## src/core/ilo_pkg.sv

```systemverilog
// Package: encodings, widths and phase codes for the indexed-offset decoder
package ilo_pkg;
  localparam int WORD_W = 16;
  localparam int DATA_W = 8;
  localparam int ADDR_W = 12;
  // Operand at or below this value is an offset from the frame pointer
  localparam logic [7:0] OFFSET_MAX = 8'h5F;
  // Opcode field patterns
  localparam logic [5:0] OP_ADD_HI  = 6'h09;   // 0010 01
  localparam logic [7:0] OP_FILL_HI = 8'h68;   // 0110 1000
  localparam logic [3:0] OP_BSET_HI = 4'h8;    // 1000
  localparam logic [7:0] FILL_VALUE = 8'hFF;
  // Field positions
  localparam int DEST_BIT   = 9;
  localparam int ACCESS_BIT = 8;
  localparam int BITNO_LSB  = 9;
  // Status bit positions: N OV Z DC C
  localparam int ST_C  = 0;
  localparam int ST_DC = 1;
  localparam int ST_Z  = 2;
  localparam int ST_OV = 3;
  localparam int ST_N  = 4;
  localparam int ST_W  = 5;
  localparam logic [4:0] STATUS_RESET = 5'h00;
  localparam logic [7:0] ACCUM_RESET  = 8'h00;
  typedef enum logic [3:0] {
    PH_DECODE  = 4'h1,
    PH_READ    = 4'h2,
    PH_PROCESS = 4'h4,
    PH_WRITE   = 4'h8
  } ilo_phase_t;
  typedef enum logic [1:0] {
    OPK_NONE = 2'h0,
    OPK_ADD  = 2'h1,
    OPK_BSET = 2'h2,
    OPK_FILL = 2'h3
  } ilo_op_t;
endpackage

```

## src/core/ilo_alu.sv

```systemverilog
// Module: 8-bit adder with status generation for the indexed add
`timescale 1ns/1ps
module ilo_alu
  import ilo_pkg::*;
(
  // Operands
  input  wire logic [DATA_W-1:0] a,
  input  wire logic [DATA_W-1:0] b,
  // Result and flags
  output logic      [DATA_W-1:0] sum,
  output logic      [ST_W-1:0]   flags
);
  logic [DATA_W:0] full;
  logic [4:0]      low;

  always_comb begin
    full            = {1'b0, a} + {1'b0, b};
    low             = {1'b0, a[3:0]} + {1'b0, b[3:0]};
    sum             = full[DATA_W-1:0];
    flags           = '0;
    flags[ST_C]     = full[DATA_W];
    flags[ST_DC]    = low[4];
    flags[ST_Z]     = (full[DATA_W-1:0] == 8'h00);
    flags[ST_N]     = full[DATA_W-1];
    // Overflow: like-signed operands giving an opposite-signed result
    flags[ST_OV]    = (a[DATA_W-1] == b[DATA_W-1]) &&
                      (full[DATA_W-1] != a[DATA_W-1]);
  end
endmodule

```

## src/core/ilo_core.sv

```systemverilog
// Module: indexed literal offset decode and execute for three operations
//
// Functional notes
// RULE_01 - With extension on, access operand up to 5Fh offsets frame pointer
// RULE_02 - Indexed add: accumulator plus frame byte, updates N OV C DC Z
// RULE_03 - Destination bit clear writes accumulator, set writes memory byte
// RULE_04 - One word, one cycle: decode, read, process, write quarters
// RULE_05 - Fill recognised by 0110 1000 then eight-bit offset
// RULE_06 - Fill writes FFh at frame pointer plus offset, flags unchanged
// RULE_07 - Fuse clear disables extended ops and offset addressing
// RULE_08 - Offset only when access bit 0 and operand at most 5Fh
// RULE_09 - Indexed bit set sets chosen bit, other bits and flags kept
`timescale 1ns/1ps
module ilo_core
  import ilo_pkg::*;
(
  // Clock and reset
  input  wire logic              CORE_CLK,
  input  wire logic              RESET,
  // Configuration
  input  wire logic              EXTENSION_ENABLE_FUSE,
  // Instruction fetch
  input  wire logic              INSTR_VALID,
  input  wire logic [WORD_W-1:0] INSTR_WORD,
  output logic                   INSTR_READY,
  // Address context
  input  wire logic [ADDR_W-1:0] STACK_FRAME_POINTER,
  input  wire logic [3:0]        BANK_SELECT,
  // Data memory
  output logic [ADDR_W-1:0]      MEM_ADDR,
  output logic                   MEM_RD,
  input  wire logic [DATA_W-1:0] MEM_RDATA,
  output logic                   MEM_WR,
  output logic [DATA_W-1:0]      MEM_WDATA,
  // Core state
  output logic [DATA_W-1:0]      ACCUM,
  output logic [ST_W-1:0]        STATUS,
  output logic                   PHASE_WRITE,
  output logic                   UNSUPPORTED
);
  // ==========================================================
  // Decode helpers
  // ==========================================================
  function automatic ilo_op_t classify(input logic [WORD_W-1:0] w,
                                       input logic ext_on);
    classify = OPK_NONE;
    if (ext_on) begin // see RULE_07
      if (w[15:10] == OP_ADD_HI && !w[ACCESS_BIT]) begin // see RULE_02
        classify = OPK_ADD;
      end else if (w[15:8] == OP_FILL_HI) begin // see RULE_05
        classify = OPK_FILL;
      end else if (w[15:12] == OP_BSET_HI && !w[ACCESS_BIT]) begin
        classify = OPK_BSET; // see RULE_09
      end
    end
  endfunction

  function automatic logic [ADDR_W-1:0] eff_addr(
      input logic [7:0] f, input logic a_bit, input logic ext_on,
      input logic [ADDR_W-1:0] fp, input logic [3:0] bsr);
    if (a_bit) begin
      eff_addr = {bsr, f}; // see RULE_08
    end else if (ext_on && f <= OFFSET_MAX) begin
      eff_addr = fp + {4'h0, f}; // see RULE_01
    end else if (f <= OFFSET_MAX) begin
      eff_addr = {4'h0, f}; // see RULE_07
    end else begin
      eff_addr = {4'hF, f}; // see RULE_08
    end
  endfunction

  // ==========================================================
  // Quarter-phase sequencer
  // ==========================================================
  ilo_phase_t phase_q;
  ilo_phase_t phase_d;
  logic       busy_q;

  always_comb begin
    case (phase_q)
      PH_DECODE:  phase_d = (INSTR_VALID || busy_q) ? PH_READ : PH_DECODE;
      PH_READ:    phase_d = PH_PROCESS;
      PH_PROCESS: phase_d = PH_WRITE;
      PH_WRITE:   phase_d = PH_DECODE;
      default:    phase_d = PH_DECODE;
    endcase
  end

  // Four quarters per instruction, word taken only in decode
  always_ff @(posedge CORE_CLK) begin
    if (RESET) begin
      phase_q <= PH_DECODE;
    end else begin
      phase_q <= phase_d; // see RULE_04
    end
  end

  assign INSTR_READY = (phase_q == PH_DECODE);
  assign PHASE_WRITE = (phase_q == PH_WRITE);

  // ==========================================================
  // Instruction latch
  // ==========================================================
  logic [WORD_W-1:0] word_q;
  ilo_op_t           op_q;
  logic              unsup_q;

  always_ff @(posedge CORE_CLK) begin
    if (RESET) begin
      word_q  <= '0;
      op_q    <= OPK_NONE;
      busy_q  <= 1'b0;
      unsup_q <= 1'b0;
    end else if (INSTR_READY && INSTR_VALID) begin
      word_q  <= INSTR_WORD;
      op_q    <= classify(INSTR_WORD, EXTENSION_ENABLE_FUSE);
      busy_q  <= 1'b1;
      unsup_q <= (classify(INSTR_WORD, EXTENSION_ENABLE_FUSE) == OPK_NONE);
    end else if (PHASE_WRITE) begin
      busy_q  <= 1'b0;
    end
  end

  assign UNSUPPORTED = unsup_q;

  // ==========================================================
  // Address, read and process
  // ==========================================================
  logic [ADDR_W-1:0] addr_q;
  logic [DATA_W-1:0] operand_q;
  logic [DATA_W-1:0] operand;
  logic [DATA_W-1:0] result_q;
  logic [ST_W-1:0]   rflags_q;
  logic [DATA_W-1:0] sum;
  logic [ST_W-1:0]   aflags;
  logic [2:0]        bitno;

  assign bitno = word_q[BITNO_LSB+2:BITNO_LSB];

  // Write data is registered at the end of process, before the copy of
  // the read data exists, so process works on the live read data
  assign operand = (phase_q == PH_PROCESS) ? MEM_RDATA : operand_q;

  ilo_alu u_alu (
    .a     (ACCUM),
    .b     (operand),
    .sum   (sum),
    .flags (aflags)
  );

  always_ff @(posedge CORE_CLK) begin
    if (RESET) begin
      addr_q <= '0;
    end else if (phase_q == PH_READ) begin
      addr_q <= eff_addr(word_q[7:0], word_q[ACCESS_BIT],
                         EXTENSION_ENABLE_FUSE, STACK_FRAME_POINTER,
                         BANK_SELECT);
    end
  end

  // Memory read happens in process quarter against the settled address
  always_ff @(posedge CORE_CLK) begin
    if (RESET) begin
      operand_q <= '0;
    end else if (phase_q == PH_PROCESS) begin
      operand_q <= MEM_RDATA;
    end
  end

  always_comb begin
    MEM_ADDR = addr_q;
    MEM_RD   = (phase_q == PH_PROCESS) && (op_q != OPK_NONE);
  end

  always_comb begin
    result_q = operand;
    rflags_q = aflags;
    case (op_q)
      OPK_ADD:  result_q = sum; // see RULE_02
      OPK_BSET: result_q = operand | (8'h01 << bitno); // see RULE_09
      OPK_FILL: result_q = FILL_VALUE; // see RULE_06
      default:  result_q = operand;
    endcase
  end

  // ==========================================================
  // Write-back
  // ==========================================================
  logic to_mem;

  assign to_mem = (op_q == OPK_BSET) || (op_q == OPK_FILL) ||
                  ((op_q == OPK_ADD) && word_q[DEST_BIT]); // see RULE_03

  always_ff @(posedge CORE_CLK) begin
    if (RESET) begin
      MEM_WR    <= 1'b0;
      MEM_WDATA <= '0;
    end else begin
      MEM_WR    <= (phase_q == PH_PROCESS) && to_mem; // see RULE_04
      MEM_WDATA <= result_q;
    end
  end

  always_ff @(posedge CORE_CLK) begin
    if (RESET) begin
      ACCUM <= ACCUM_RESET;
    end else if (PHASE_WRITE && op_q == OPK_ADD && !word_q[DEST_BIT]) begin
      ACCUM <= sum; // see RULE_03
    end
  end

  // Only the add touches status; fill and bit set leave it alone
  always_ff @(posedge CORE_CLK) begin
    if (RESET) begin
      STATUS <= STATUS_RESET;
    end else if (PHASE_WRITE && op_q == OPK_ADD) begin
      STATUS <= rflags_q; // see RULE_02
    end
  end
endmodule

```

## config.mk

```make
export PLATFORM = sky130hd
export DESIGN_NAME = ilo_core
export DESIGN_NICKNAME = d
export VERILOG_FILES = /design/src/core/ilo_pkg.sv /design/src/core/ilo_alu.sv /design/src/core/ilo_core.sv
export SDC_FILE = /design/constraint.sdc
export NUM_CORES = 1
export LEC_CHECK = 0
export ABC_CLOCK_PERIOD_IN_PS = 9000
export BUFFER_PORTS_ARGS = -buffer_cell sky130_fd_sc_hd__buf_2
export CORE_MARGIN = 8
export CORE_UTILIZATION = 45
export DETAILED_ROUTE_END_ITERATION = 12
export HOLD_SLACK_MARGIN = 0.06
export PLACE_DENSITY = 0.73
export RECOVER_POWER = 25
export SLEW_MARGIN = 20
export SYNTH_ARGS = -nofsm -noshare
export SYNTH_HDL_FRONTEND = slang
export SYNTH_SLANG_ARGS = --single-unit
export TNS_END_PERCENT = 100
```

## constraint.sdc

```tcl
create_clock -name CORE_CLK -period 9 [get_ports CORE_CLK]
set_clock_uncertainty 0.1 [all_clocks]
set_input_delay 0.45 -clock CORE_CLK [delete_from_list [all_inputs] [get_ports CORE_CLK]]
set_output_delay 0.45 -clock CORE_CLK [all_outputs]
set_load 0.02 [all_outputs]
```

[Yosys cells after proc, flatten, opt, wreduce, memory -nomap -nowiden]
Index checks and enable logic that the tools add are counted.
Storage, ports and cells
  register bits after elaboration: 62
  bits in latches: 0
  memory bits (writable): 0
  ROM bits: 0
  bits of input ports: 44
  memories kept: 0
Cells by class
  add/sub/neg operators: 3
  multiply operators: 0
  divide/modulo/power cells: 0
  order comparisons: 1
  equality and inequality tests: 12
  shift-type cells: 1
  multiplexer cells: 15
  bitwise gates (word level): 1
  reduce and logical (&&, ||, !) cells: 19
Operators by type and width (count)
  $mux W12: 3
  $pmux W8 S3: 1
  $mux W2: 7
  $add A12 B8 Y12: 1
  $pmux W4 S3: 1
  $logic_and A1 B1 Y1: 10
  $add A8 B8 Y9: 1
  $eq A4 B4 Y1 const B: 2
  $eq A8 B7 Y1 const B: 1
  $le A8 B7 Y1 const B: 1
  $logic_not A8 Y1: 1
  $mux W8: 1
  $or A8 B8 Y8: 1
  $shl A1 B3 Y8 const A: 1
  $eq A6 B4 Y1 const B: 1
  $add A4 B4 Y5: 1
  $eq A2 B2 Y1 const B: 2
  $eq A4 B1 Y1 const B: 1
  $eq A4 B2 Y1 const B: 1
  $eq A4 B3 Y1 const B: 1
  $reduce_bool A2 Y1: 2
  $logic_or A1 B1 Y1: 3
  $eq A2 B1 Y1 const B: 1
  $logic_not A1 Y1: 2
  other kinds (4): 5

[Logic depth before layout (Yosys ltp)]
Gate-level depths: netlist of the first run.
  depth in word-level cells: 9
  mapped depth: 9

[Modules after synthesis]
From an unflattened synthesis of the first run, not the netlist that was laid out.
Second synthesis, totals
  cells, all modules: 415
  area, all modules: 3430.8 µm²
Modules (own cells, without submodules)
  ilo_core: times used 1, cells each 362, area each 3016.6 µm², sequential area each 1241.2 µm²
  ilo_alu: times used 1, cells each 53, area each 414.1 µm², sequential area each 0.0 µm²

[Worst setup path before layout of the first run]
No wires, ideal clock.
  path kind: flip-flop to flip-flop
  start point: register phase_q[0]
  end point: register STATUS[0]
  data arrival time: 2.906 ns
  path slack: 5.862 ns
  cell stages (with the launch flop): 10
  buffers on the path: 0
  period minus slack after synthesis: 3.138 ns
  cells stage by stage: dfxtp_1 nor4b_4 mux2_2 ha_1 fa_1 a211oi_1 o21bai_1 a21o_1 a2111oi_0 nor3_1
On the way
  cells in the longest elaborated chain, start to end: 3
RTL lines
  start, declared: line ilo_core.sv:75  | ilo_phase_t phase_q;
  start signal, assigned: line ilo_core.sv:94  | phase_q <= phase_d;
  $eq A4 B3 Y1: line ilo_core.sv:142  | assign operand = (phase_q == PH_PROCESS) ? MEM_RDATA : operand_q;
  $mux W8
  named net operand[0]: line ilo_core.sv:131  | logic [DATA_W-1:0] operand;
  $add A8 B8 Y9: line ilo_alu.sv:17  | full = {1'b0, a} + {1'b0, b};
  end signal, assigned: line ilo_core.sv:217  | STATUS <= rflags_q;
  end, declared: line ilo_core.sv:37  | output logic [ST_W-1:0] STATUS,
The timed path passes the listed nets, and every way through them passes these cells.
A chain may end at the register's enable or synchronous reset.

[Worst setup path after layout of the first run]
Ends and elaborated chain as after synthesis.

==> run metrics, run 1 <==
outcome=completed; register area=0.00124 mm2; GR Overflow Total=0; top_reg_cell synth=dfxtp_1; Synth cell types=58; leakage power=1.78 nW; hold bufs inserted after CTS=0; #FFs+latches synth=62; CP max-delay cell=nor4b_4; MaxCap Viol Count=0; Fill cells=744; Max Fclk=0.278 GHz; GPL Wtd Cong=0.909; post-synthesis mux area share=3.22%; DR iter-0 viols=154; Slew Viols, Final=0; share of cells above drive strength 1=19.0%; register clock-pin slew on the reported worst setup and hold paths=0.07 ns; dpl hpwl=7390 um; CP max stage delay=0.69 ns; Critical Path Fanout Max=10; Nets=558; Synthesized Nets=484; starting density of the core=45.6%; GRT Total Usage=18.4%; CTS Buf Count=9; YS warnings=0; wirelength, routed=10000 um; Cell Pwr Density=176 mW/mm2; Die H=104 um; fin crit period=3.60 ns; Post-Synth XOR/XNOR Area=1.52%; drt first pass iters=4; Finished Layout Cells=602; crit path kind=reg2reg; vias in the first global route=3370; Post-synth EDFFs=0; post-CTS sizing=0; # H-tree levels=3; vias=3418; largest net degree at the start of global routing=49; Die Wd=104 um; main combinational cell family by area after synthesis=simple AND/OR/NAND/NOR gates; DR vias/cell=5.68; Mean Syn Cell Area=8.20 um2; multi-input logic area=0.00210 mm2; Hold Path Class=in2reg; r2r setup slk=5.40 ns; register area share after synthesis=35.9%; post-CTS setup buffers=0; pre-CTS WS=5.46 ns; residual DRC count=0; Root Buffer=clkbuf_8; Final Cycle Share=40.0%; first-pass GRT wire length=16500 um; Synth Area in Adders=7.32%; pin slew with the least headroom to its limit=1.04 ns; port buffer count=81; kind of start point of the critical path=register; setup TNS=0 ns; Post-Syn Area=0.00345 mm2; Hold WS=0.239 ns; CTS tree=done; cell breakdown of the critical path=nor4b_4 -> mux2_2 -> ha_1 -> fa_1 -> a211oi_1 -> o21bai_1 -> a21o_1 -> a2111oi_0 -> nor3_1; Cells after Synth=421; CTS max path bufs=2; Final setup viols=0; Sink Count=62; Core ar.=0.00757 mm2; area delta synth->final=20.2%; Rows=32; Final Core Density=54.8%; RSZ-0062 raised after global routing=false; Die Footprint=0.0107 mm2; WP data required=9.11 ns; routed length per placed instance=16.6 um; Crit. End Element=register; diode count=0; Critical Path AT=3.71 ns; remaining antenna violation count after routing=0; Synth Area in Simple Gates=25.3%; post-synthesis compound-gate area fraction=23.6%; dpl cells=586; Final Hold Viols=0; ys async rst share=0%; Slew headroom=30.3%; min setup slack post-route=5.40 ns; Ports=82; worst vdd ir=0.0000761 V; initial antenna violation count=1; clock latency on the worst-skew pair=0.34 ns
## critical path, delay by kind of cell, from the launching register on
| kind | cells | cell delay [ns] |
|---|---|---|
| simple gates | 2 | 0.78 |
| fa+ha+maj | 2 | 0.66 |
| flops | 1 | 0.38 |
| mux | 1 | 0.43 |
| compound gates | 4 | 1.12 |
## cell families after synthesis
kind of cell	Yosys count
multiplexers	10
buffers and inverters	28
XOR/XNOR	6
AND/OR/NAND/NOR	168
AO/OA/AOI/OAI	128
flip-flops	62
adder cells (fa/ha/maj)	19
## registers in the layout, summed over array words and instances (netlist names)
name / count
STATUS: 5
busy_q: 1
UNSUPPORTED: 1
MEM_WDATA: 8
operand_q: 8
word_q: 12
phase_q: 4
MEM_WR: 1
ACCUM: 8
MEM_ADDR: 12
op_q: 2
## metrics by stage
| stage | instance area (um2) | total power, W |
|---|---|---|
| final | 4150 | 0.000732 |
| after global routing | 4150 | 0.000759 |
| after CTS | 4180 | 0.000736 |
| after detailed placement | 3920 | 0.000411 |
| after global placement | 3920 | 0.000409 |
| after floorplan | 3450 | 0.000375 |
## synthesized netlist by cell type (3+ instances only)
| cell type | instances | area, um2 |
|---|---|---|
| dfxtp_1 | 62 | 1240 |
| nand2_1 | 57 | 214 |
| a21oi_1 | 46 | 230 |
| nor2_1 | 38 | 143 |
| o21ai_0 | 25 | 125 |
| clkbuf_1 | 17 | 63.8 |
| ha_1 | 17 | 213 |
| and2_1 | 12 | 75.1 |
| nor3_1 | 11 | 55.1 |
| mux2_2 | 9 | 101 |
| a211oi_1 | 8 | 60.1 |
| a21o_1 | 8 | 60.1 |
| inv_1 | 8 | 30.0 |
| nand3_1 | 8 | 40.0 |
| a311oi_1 | 5 | 43.8 |
| nand4_1 | 5 | 31.3 |
| nor2b_1 | 5 | 31.3 |
| o2111ai_1 | 5 | 43.8 |
| o211ai_1 | 5 | 37.5 |
| nand2b_1 | 4 | 25.0 |
| xnor2_1 | 4 | 35.0 |
| a211o_1 | 3 | 26.3 |
| nor3b_1 | 3 | 22.5 |
| o211a_1 | 3 | 30.0 |
| o21bai_1 | 3 | 22.5 |
| o22ai_1 | 3 | 18.8 |
| or4_1 | 3 | 22.5 |
| or4b_2 | 3 | 30.0 |
## area by class of cell
type                            count  area share [%]
Multi-Input combinational cell    331            50.7
Sequential cell                    62            29.9
Timing Repair Buffer               82            9.20
Clock inverter                      6            3.23
Clock buffer                       10            3.08
Tap cell                          102            3.08
Inverter                            9           0.844
## cells in the final DEF (no fill, tap or decap), types with 5 or more instances in the layout
master      n
and2_1     12
inv_1       8
dfxtp_1    62
a211oi_1    8
nor2_1     38
clkbuf_1   26
a21oi_1    46
mux2_2      9
nor2b_1     5
nand4_1     5
o211ai_1    5
ha_1       17
o21ai_0    25
nor3_1     11
nand2_1    57
a311oi_1    5
a21o_1      8
nand3_1     8
clkbuf_8    9
buf_2      56
o2111ai_1   5
## power breakdown
part	total, W	switching [W]	internal (W)
clock network	0.000326	0.000114	0.000212
registers	0.000300	0.0000141	0.000286
logic	0.000106	0.0000663	0.0000396
## path summary, 6_finish.rpt
kind | startpoint | end | depth (start not counted)
max | phase_q[0]$_SDFF_PP1_ | STATUS[0]$_SDFFE_PP0P_ | 9
max reg2reg | phase_q[0]$_SDFF_PP1_ | STATUS[0]$_SDFFE_PP0P_ | 9
min | INSTR_WORD[2] | word_q[2]$_SDFFE_PP0P_ | 3
min reg2reg | MEM_ADDR[2]$_SDFFE_PP0P_ | MEM_ADDR[2]$_SDFFE_PP0P_ | 2
## routing by layer
layer	share of wire, %	GRT usage, %	routed length [um]	vias to the layer above
met3	5.7	4.09	571	16
met1	47	23.9	4680	1610
met2	46	28.9	4560	108
li1	-	-	-	1682
met5	0.11	0	11	-
met4	1.9	7.45	188	2
No activity file was read; power rests on OpenSTA's default activity.
==> run 2: changes to the inputs <==
- ABC_CLOCK_PERIOD_IN_PS: 9000 -> 3080
- PLACE_DENSITY: 0.73 -> 0.75
- clock period: 9 -> 3.08 ns (I/O delays scaled with it)
==> run 2 against run 1 <==
Compared with the run above:
- final cell count rose by 5.8%
- worst hold slack lost 0.16 ns
- flip-flop and latch count did not move
- sequential share of layout area fell by 2.2 points
- non-clock buffer count up 36
==> run metrics, run 2 (synthesis results as in run 1) <==
dpl cell area=0.00407 mm2 (was 0.00392 mm2); CTS tree=done (unchanged); largest net degree at the start of global routing=49 (unchanged); Levels on crit path=9 (unchanged); Die Wd=104 um (unchanged); WP data required=3.24 ns (was 9.11 ns); Die H=104 um (unchanged); register clock-pin slew on the reported worst setup and hold paths=0.07 ns (about the same); dpl hpwl=7720 um (was 7390 um); Finished Layout Cells=637 (was 602); MaxCap Viol Count=0 (unchanged); GPL Wtd Cong=0.938 (was 0.909); Critical Path Start=phase_q[1]$_SDFF_PP0_ (was phase_q[0]$_SDFF_PP1_); Final setup viols=0 (unchanged); CP max-delay cell=or4_1 (was nor4b_4); Slew Viols, Final=0 (unchanged); Buf/Inv on CP=1 (was 0); Root Buffer=clkbuf_8 (unchanged); wirelength, routed=10600 um (was 10000 um); drt first pass iters=5 (was 4); cell breakdown of the critical path=nor4b_4 -> buf_6 -> mux2_2 -> ha_1 -> a2111oi_2 -> o21ai_1 -> and3_1 -> or4_1 -> a21oi_1 (was nor4b_4 -> mux2_2 -> ha_1 -> fa_1 -> a211oi_1 -> o21bai_1 -> a21o_1 -> a2111oi_0 -> nor3_1); Critical Path Fanout Max=8 (was 10); Final Core Density=59.2% (was 54.8%); Critical Path AT=3.18 ns (was 3.71 ns); fin area=0.00448 mm2 (was 0.00415 mm2); area delta synth->final=29.8% (was 20.2%); Cell Pwr Density=440 mW/mm2 (was 176 mW/mm2); leakage power=1.93 nW (was 1.78 nW); vias=3646 (was 3418); Die Footprint=0.0107 mm2 (unchanged); diode count=0 (unchanged); port buffer count=81 (unchanged); fin crit period=3.02 ns (was 3.60 ns); share of cells above drive strength 1=23.7% (was 19.0%); residual DRC count=0 (unchanged); commonest non-fill, non-tap cell in the layout=dfxtp_1 (unchanged); GRT Total Usage=19.0% (was 18.4%); CTS Buf Count=9 (unchanged); pin slew with the least headroom to its limit=0.913 ns (was 1.04 ns); worst vdd ir=0.000205 V (was 0.0000761 V); DR iter-0 viols=208 (was 154); reg-to-reg startpoint=phase_q[1]$_SDFF_PP0_ (was phase_q[0]$_SDFF_PP1_); most frequent cells in the layout=dfxtp_1 (62), nand2_1 (57), buf_2 (57) (was dfxtp_1 (62), nand2_1 (57), buf_2 (56)); Slew headroom=39.1% (was 30.3%); GR Overflow Total=0 (unchanged); CP top delay family=simple AND/OR/NAND/NOR gates (was compound AO/OA/AOI/OAI gates); multi-input logic area=0.00217 mm2 (was 0.00210 mm2); RSZ-0062 raised after global routing=true (was false); remaining antenna violation count after routing=0 (unchanged); Sink Count=62 (unchanged); Worst R2R End=STATUS[3]$_SDFFE_PP0P_ (was STATUS[0]$_SDFFE_PP0P_); DR vias/cell=5.72 (was 5.68); Fill cells=691 (was 744); dpl cells=605 (was 586); Final Hold Viols=0 (unchanged); initial antenna violation count=0 (was 1); setup TNS=0 ns (unchanged); crit path kind=reg2reg (unchanged); starting density of the core=45.6% (unchanged); Nets=594 (was 558); Hold WS=0.0838 ns (was 0.239 ns); vias in the first global route=3523 (was 3370); Worst R2R Path Depth=9 (unchanged); CP max stage delay=0.47 ns (was 0.69 ns); CTS max path bufs=2 (unchanged); outcome=completed (unchanged); Critical Path End=STATUS[3]$_SDFFE_PP0P_ (was STATUS[0]$_SDFFE_PP0P_); Crit. End Element=register (unchanged); routed length per placed instance=16.6 um (about the same); Ports=82 (unchanged); register area=0.00124 mm2 (unchanged); Hold Path Class=in2reg (unchanged); Rows=32 (unchanged); Core ar.=0.00757 mm2 (unchanged); Final Cycle Share=97.9% (was 40.0%); kind of start point of the critical path=register (unchanged); # H-tree levels=3 (unchanged); first-pass GRT wire length=17100 um (was 16500 um); r2r setup slk=0.06 ns (was 5.40 ns); clock latency on the worst-skew pair=0.34 ns (about the same); Max Fclk=0.332 GHz (was 0.278 GHz)
## run 2: changes by cell type in the layout (fill, tap and decap cells not counted), moves of 3 or more
cell and delta:
buf_4 +19, dlygate4sd3_1 +16, bufinv_16 -3, clkbuf_8 +3, ha_1 -3
## run 2: layout make-up
type	instances	share of cell area [%]
clock buffers	12	3.69
multi-input cells	331	48.5
flip-flops and latches	62	27.7
well taps	102	2.85
inverters	9	0.782
repair buffers	118	15.5
clock inverters	3	0.949
## run 2: worst register-to-register path: stages (launching register included)
cell       delay, ns
dfxtp_1         0.33
nor4b_4         0.28
buf_6           0.17
mux2_2          0.38
ha_1            0.35
a2111oi_2       0.35
o21ai_1         0.17
and3_1          0.19
or4_1           0.47
a21oi_1         0.13
## run 2: how the worst min path moves through the flow
| stage | startpoint | to | slack [ns] | depth (start not counted) |
|---|---|---|---|---|
| after floorplan | INSTR_WORD[0] | word_q[0]$_SDFFE_PP0P_ | 0.19 | 2 |
| after global placement | INSTR_WORD[4] | word_q[4]$_SDFFE_PP0P_ | 0.30 | 3 |
| after detailed placement | INSTR_WORD[3] | word_q[3]$_SDFFE_PP0P_ | 0.30 | 3 |
| after CTS | BANK_SELECT[0] | MEM_ADDR[8]$_SDFFE_PP0P_ | 0.07 | 5 |
| after global routing | STACK_FRAME_POINTER[9] | MEM_ADDR[9]$_SDFFE_PP0P_ | 0.11 | 4 |
| final | STACK_FRAME_POINTER[9] | MEM_ADDR[9]$_SDFFE_PP0P_ | 0.08 | 4 |
## run 2: repair_timing
item / CTS / global route
setup endpoints to repair: 2 / 8
setup buffers: 1 / 0
hold endpoints to repair: 16 / 0
resized for setup: 7 / 9
pin swaps: 1 / 3
hold buffers: 16 / 0
## run 2: layer usage
metal	GRT usage (%)	routed length (um)
met3	3.66	651
met5	0	0
met1	24.1	4720
met2	30.3	4970
met4	9.13	230
## run 2: through the flow
| stage | setup WS, ns | total power [W] |
|---|---|---|
| final | 0.0646 | 0.00197 |
| after global routing | -0.0640 | 0.00205 |
| after CTS | 0.0323 | 0.00197 |
| after detailed placement | -0.0766 | 0.00121 |
| after global placement | 0.00865 | 0.00121 |
| after floorplan | 0.0245 | 0.00110 |
## run 2: power breakdown
| group | internal (W) | switching [W] | leakage, nW | total [W] |
|---|---|---|---|---|
| clock | 0.000434 | 0.000319 | 0.104 | 0.000754 |
| sequential | 0.000835 | 0.0000374 | 0.503 | 0.000873 |
| combinational | 0.000140 | 0.000204 | 1.32 | 0.000344 |
| total | 0.00141 | 0.000560 | 1.93 | 0.00197 |
==> run 3: changes to the inputs <==
- ABC_CLOCK_PERIOD_IN_PS: 3080 -> 3200
- PLACE_DENSITY: 0.75 -> 0.73
- TNS_END_PERCENT: 100 -> 5
- clock period: 3.08 -> 3.2 ns (I/O delays scaled with it)
==> run 3 against run 2 <==
Compared with the run above:
- sequential power is 3.6% lower
- first-iteration DRC count is 12% higher
- core utilization is 0.36 points higher
- total power is 4.4% higher
- critical endpoint is now STATUS[2]$_SDFFE_PP0P_
- largest cell class unchanged
==> run metrics, run 3 (synthesis results as in run 1) <==
outcome=completed (unchanged); leakage power=1.94 nW (was 1.93 nW); Final setup viols=0 (unchanged); cell breakdown of the critical path=nor4b_4 -> buf_6 -> mux2_2 -> ha_2 -> fa_2 -> buf_4 -> xor2_1 -> or4_1 -> nor4_2 -> a31o_2 (was nor4b_4 -> buf_6 -> mux2_2 -> ha_1 -> a2111oi_2 -> o21ai_1 -> and3_1 -> or4_1 -> a21oi_1); residual DRC count=0 (unchanged); crit path kind=reg2reg (unchanged); CTS tree=done (unchanged); Critical Path AT=3.35 ns (was 3.18 ns); first-pass GRT wire length=18100 um (was 17100 um); most frequent cells in the layout=dfxtp_1 (62), nand2_1 (57), buf_2 (57) (unchanged); wirelength, routed=11100 um (was 10600 um); Final Cycle Share=98.3% (was 97.9%); share of cells above drive strength 1=22.7% (was 23.7%); vias in the first global route=3676 (was 3523); Nets=591 (was 594); GRT Total Usage=20.4% (was 19.0%); initial antenna violation count=0 (unchanged); Cell Pwr Density=456 mW/mm2 (was 440 mW/mm2); Die Footprint=0.0107 mm2 (unchanged); kind of start point of the critical path=register (unchanged); drt first pass iters=4 (was 5); Max Fclk=0.318 GHz (was 0.332 GHz); GR Overflow Total=0 (unchanged); commonest non-fill, non-tap cell in the layout=dfxtp_1 (unchanged); Critical Path Fanout Max=6 (was 8); worst vdd ir=0.000290 V (was 0.000205 V); dpl hpwl=7890 um (was 7720 um); Die Wd=104 um (unchanged); Root Buffer=clkbuf_8 (unchanged); register clock-pin slew on the reported worst setup and hold paths=0.07 ns (about the same); CP top delay family=simple AND/OR/NAND/NOR gates (unchanged); dpl cells=597 (was 605); Buf/Inv on CP=2 (was 1); GPL Wtd Cong=0.855 (was 0.938); remaining antenna violation count after routing=0 (unchanged); Sink Count=62 (unchanged); CTS Buf Count=9 (unchanged); DR vias/cell=5.67 (was 5.72); Final Hold Viols=0 (unchanged); Sequential Power Share=41.0% (was 44.3%); MaxCap Viol Count=0 (unchanged); pin slew with the least headroom to its limit=0.627 ns (was 0.913 ns); largest net degree at the start of global routing=26 (was 49); CP max stage delay=0.43 ns (was 0.47 ns); vias=3598 (was 3646); CTS max path bufs=2 (unchanged); Ports=82 (unchanged); # H-tree levels=3 (unchanged); WP data required=3.40 ns (was 3.24 ns); Sw Ratio=27.0% (was 28.5%); Hold Path Class=in2reg (unchanged); CP max-delay cell=or4_1 (unchanged); Slew headroom=58.1% (was 39.1%); RSZ-0062 raised after global routing=true (unchanged); Rows=32 (unchanged); Finished Layout Cells=635 (was 637); Final Core Density=59.6% (was 59.2%); Core ar.=0.00757 mm2 (unchanged); Comb pwr share=16.2% (was 17.4%); Hold WS=0.0796 ns (was 0.0838 ns); fin crit period=3.15 ns (was 3.02 ns); clock latency on the worst-skew pair=0.35 ns (was 0.34 ns); port buffer count=81 (unchanged); routed length per placed instance=17.5 um (was 16.6 um); Slew Viols, Final=0 (unchanged); DR iter-0 viols=233 (was 208); area delta synth->final=30.6% (was 29.8%); starting density of the core=45.6% (unchanged); Crit. End Element=register (unchanged); Int Pwr=0.00150 W (was 0.00141 W); Clock power frac=42.8% (was 38.2%); NetSw=0.000556 W (was 0.000560 W); diode count=0 (unchanged); Die H=104 um (unchanged)
run 3: cell type report:
class                   instances  area (um2)
clock buffers                  13         159
multi-input cells             331        2180
inverters                       9        35.0
flip-flops and latches         62        1240
fillers                       724        3060
repair buffers                115         674
well taps                     102         128
clock inverters                 3        90.1
run 3: layer usage:
layer / up-vias / part of all wire [%] / routed length [um] / global-route usage (%)
met5: - / 0 / 0 / 0
met4: 0 / 1.5 / 163 / 7.97
met3: 16 / 5.5 / 614 / 5.45
li1: 1746 / - / - / -
met2: 115 / 47 / 5270 / 33.3
met1: 1721 / 46 / 5080 / 24.9
run 3: per-stage QoR:
step                TNS (ns)  area, um2  setup WS, ns  power [W]
global route          -0.117       4510        -0.100    0.00213
finish                     0       4510        0.0537    0.00206
global placement           0       4000        0.0732    0.00116
detailed placement         0       4000        0.0228    0.00117
floorplan                  0       3450        0.0623    0.00106
CTS                  -0.0123       4420      -0.00719    0.00206
run 3: final timing paths:
check,start,end,slack [ns],depth (start not counted)
setup / recovery,phase_q[3]$_SDFF_PP0_,STATUS[2]$_SDFFE_PP0P_,0.05,10
hold / removal,STACK_FRAME_POINTER[9],MEM_ADDR[9]$_SDFFE_PP0P_,0.08,4
setup reg to reg,phase_q[3]$_SDFF_PP0_,STATUS[2]$_SDFFE_PP0P_,0.05,10
hold reg to reg,MEM_ADDR[2]$_SDFFE_PP0P_,MEM_ADDR[2]$_SDFFE_PP0P_,0.36,2
run 3: what timing repair did:
action	in CTS	in global routing
setup buffers	0	5
hold buffers	17	0
endpoints found under the setup margin	2	9
hold endpoints to repair	17	0
pin swaps	0	3
resized for setup	0	17
run 3: power groups by stage:
stage                     logic, W  clock network, W  registers, W
after detailed placement  0.000313                 0      0.000857
final                     0.000334          0.000880      0.000842
after floorplan           0.000195                 0      0.000860
after global routing      0.000366          0.000921      0.000846
after global placement    0.000306                 0      0.000856
after CTS                 0.000331          0.000889      0.000840
run 3: worst reg2reg max path, stage by stage, from the launching register on:
cell and delay (ns):
dfxtp_1 0.34, nor4b_4 0.30, buf_6 0.16, mux2_2 0.37
ha_2 0.21, fa_2 0.35, buf_4 0.15, xor2_1 0.17
or4_1 0.43, nor4_2 0.33, a31o_2 0.19
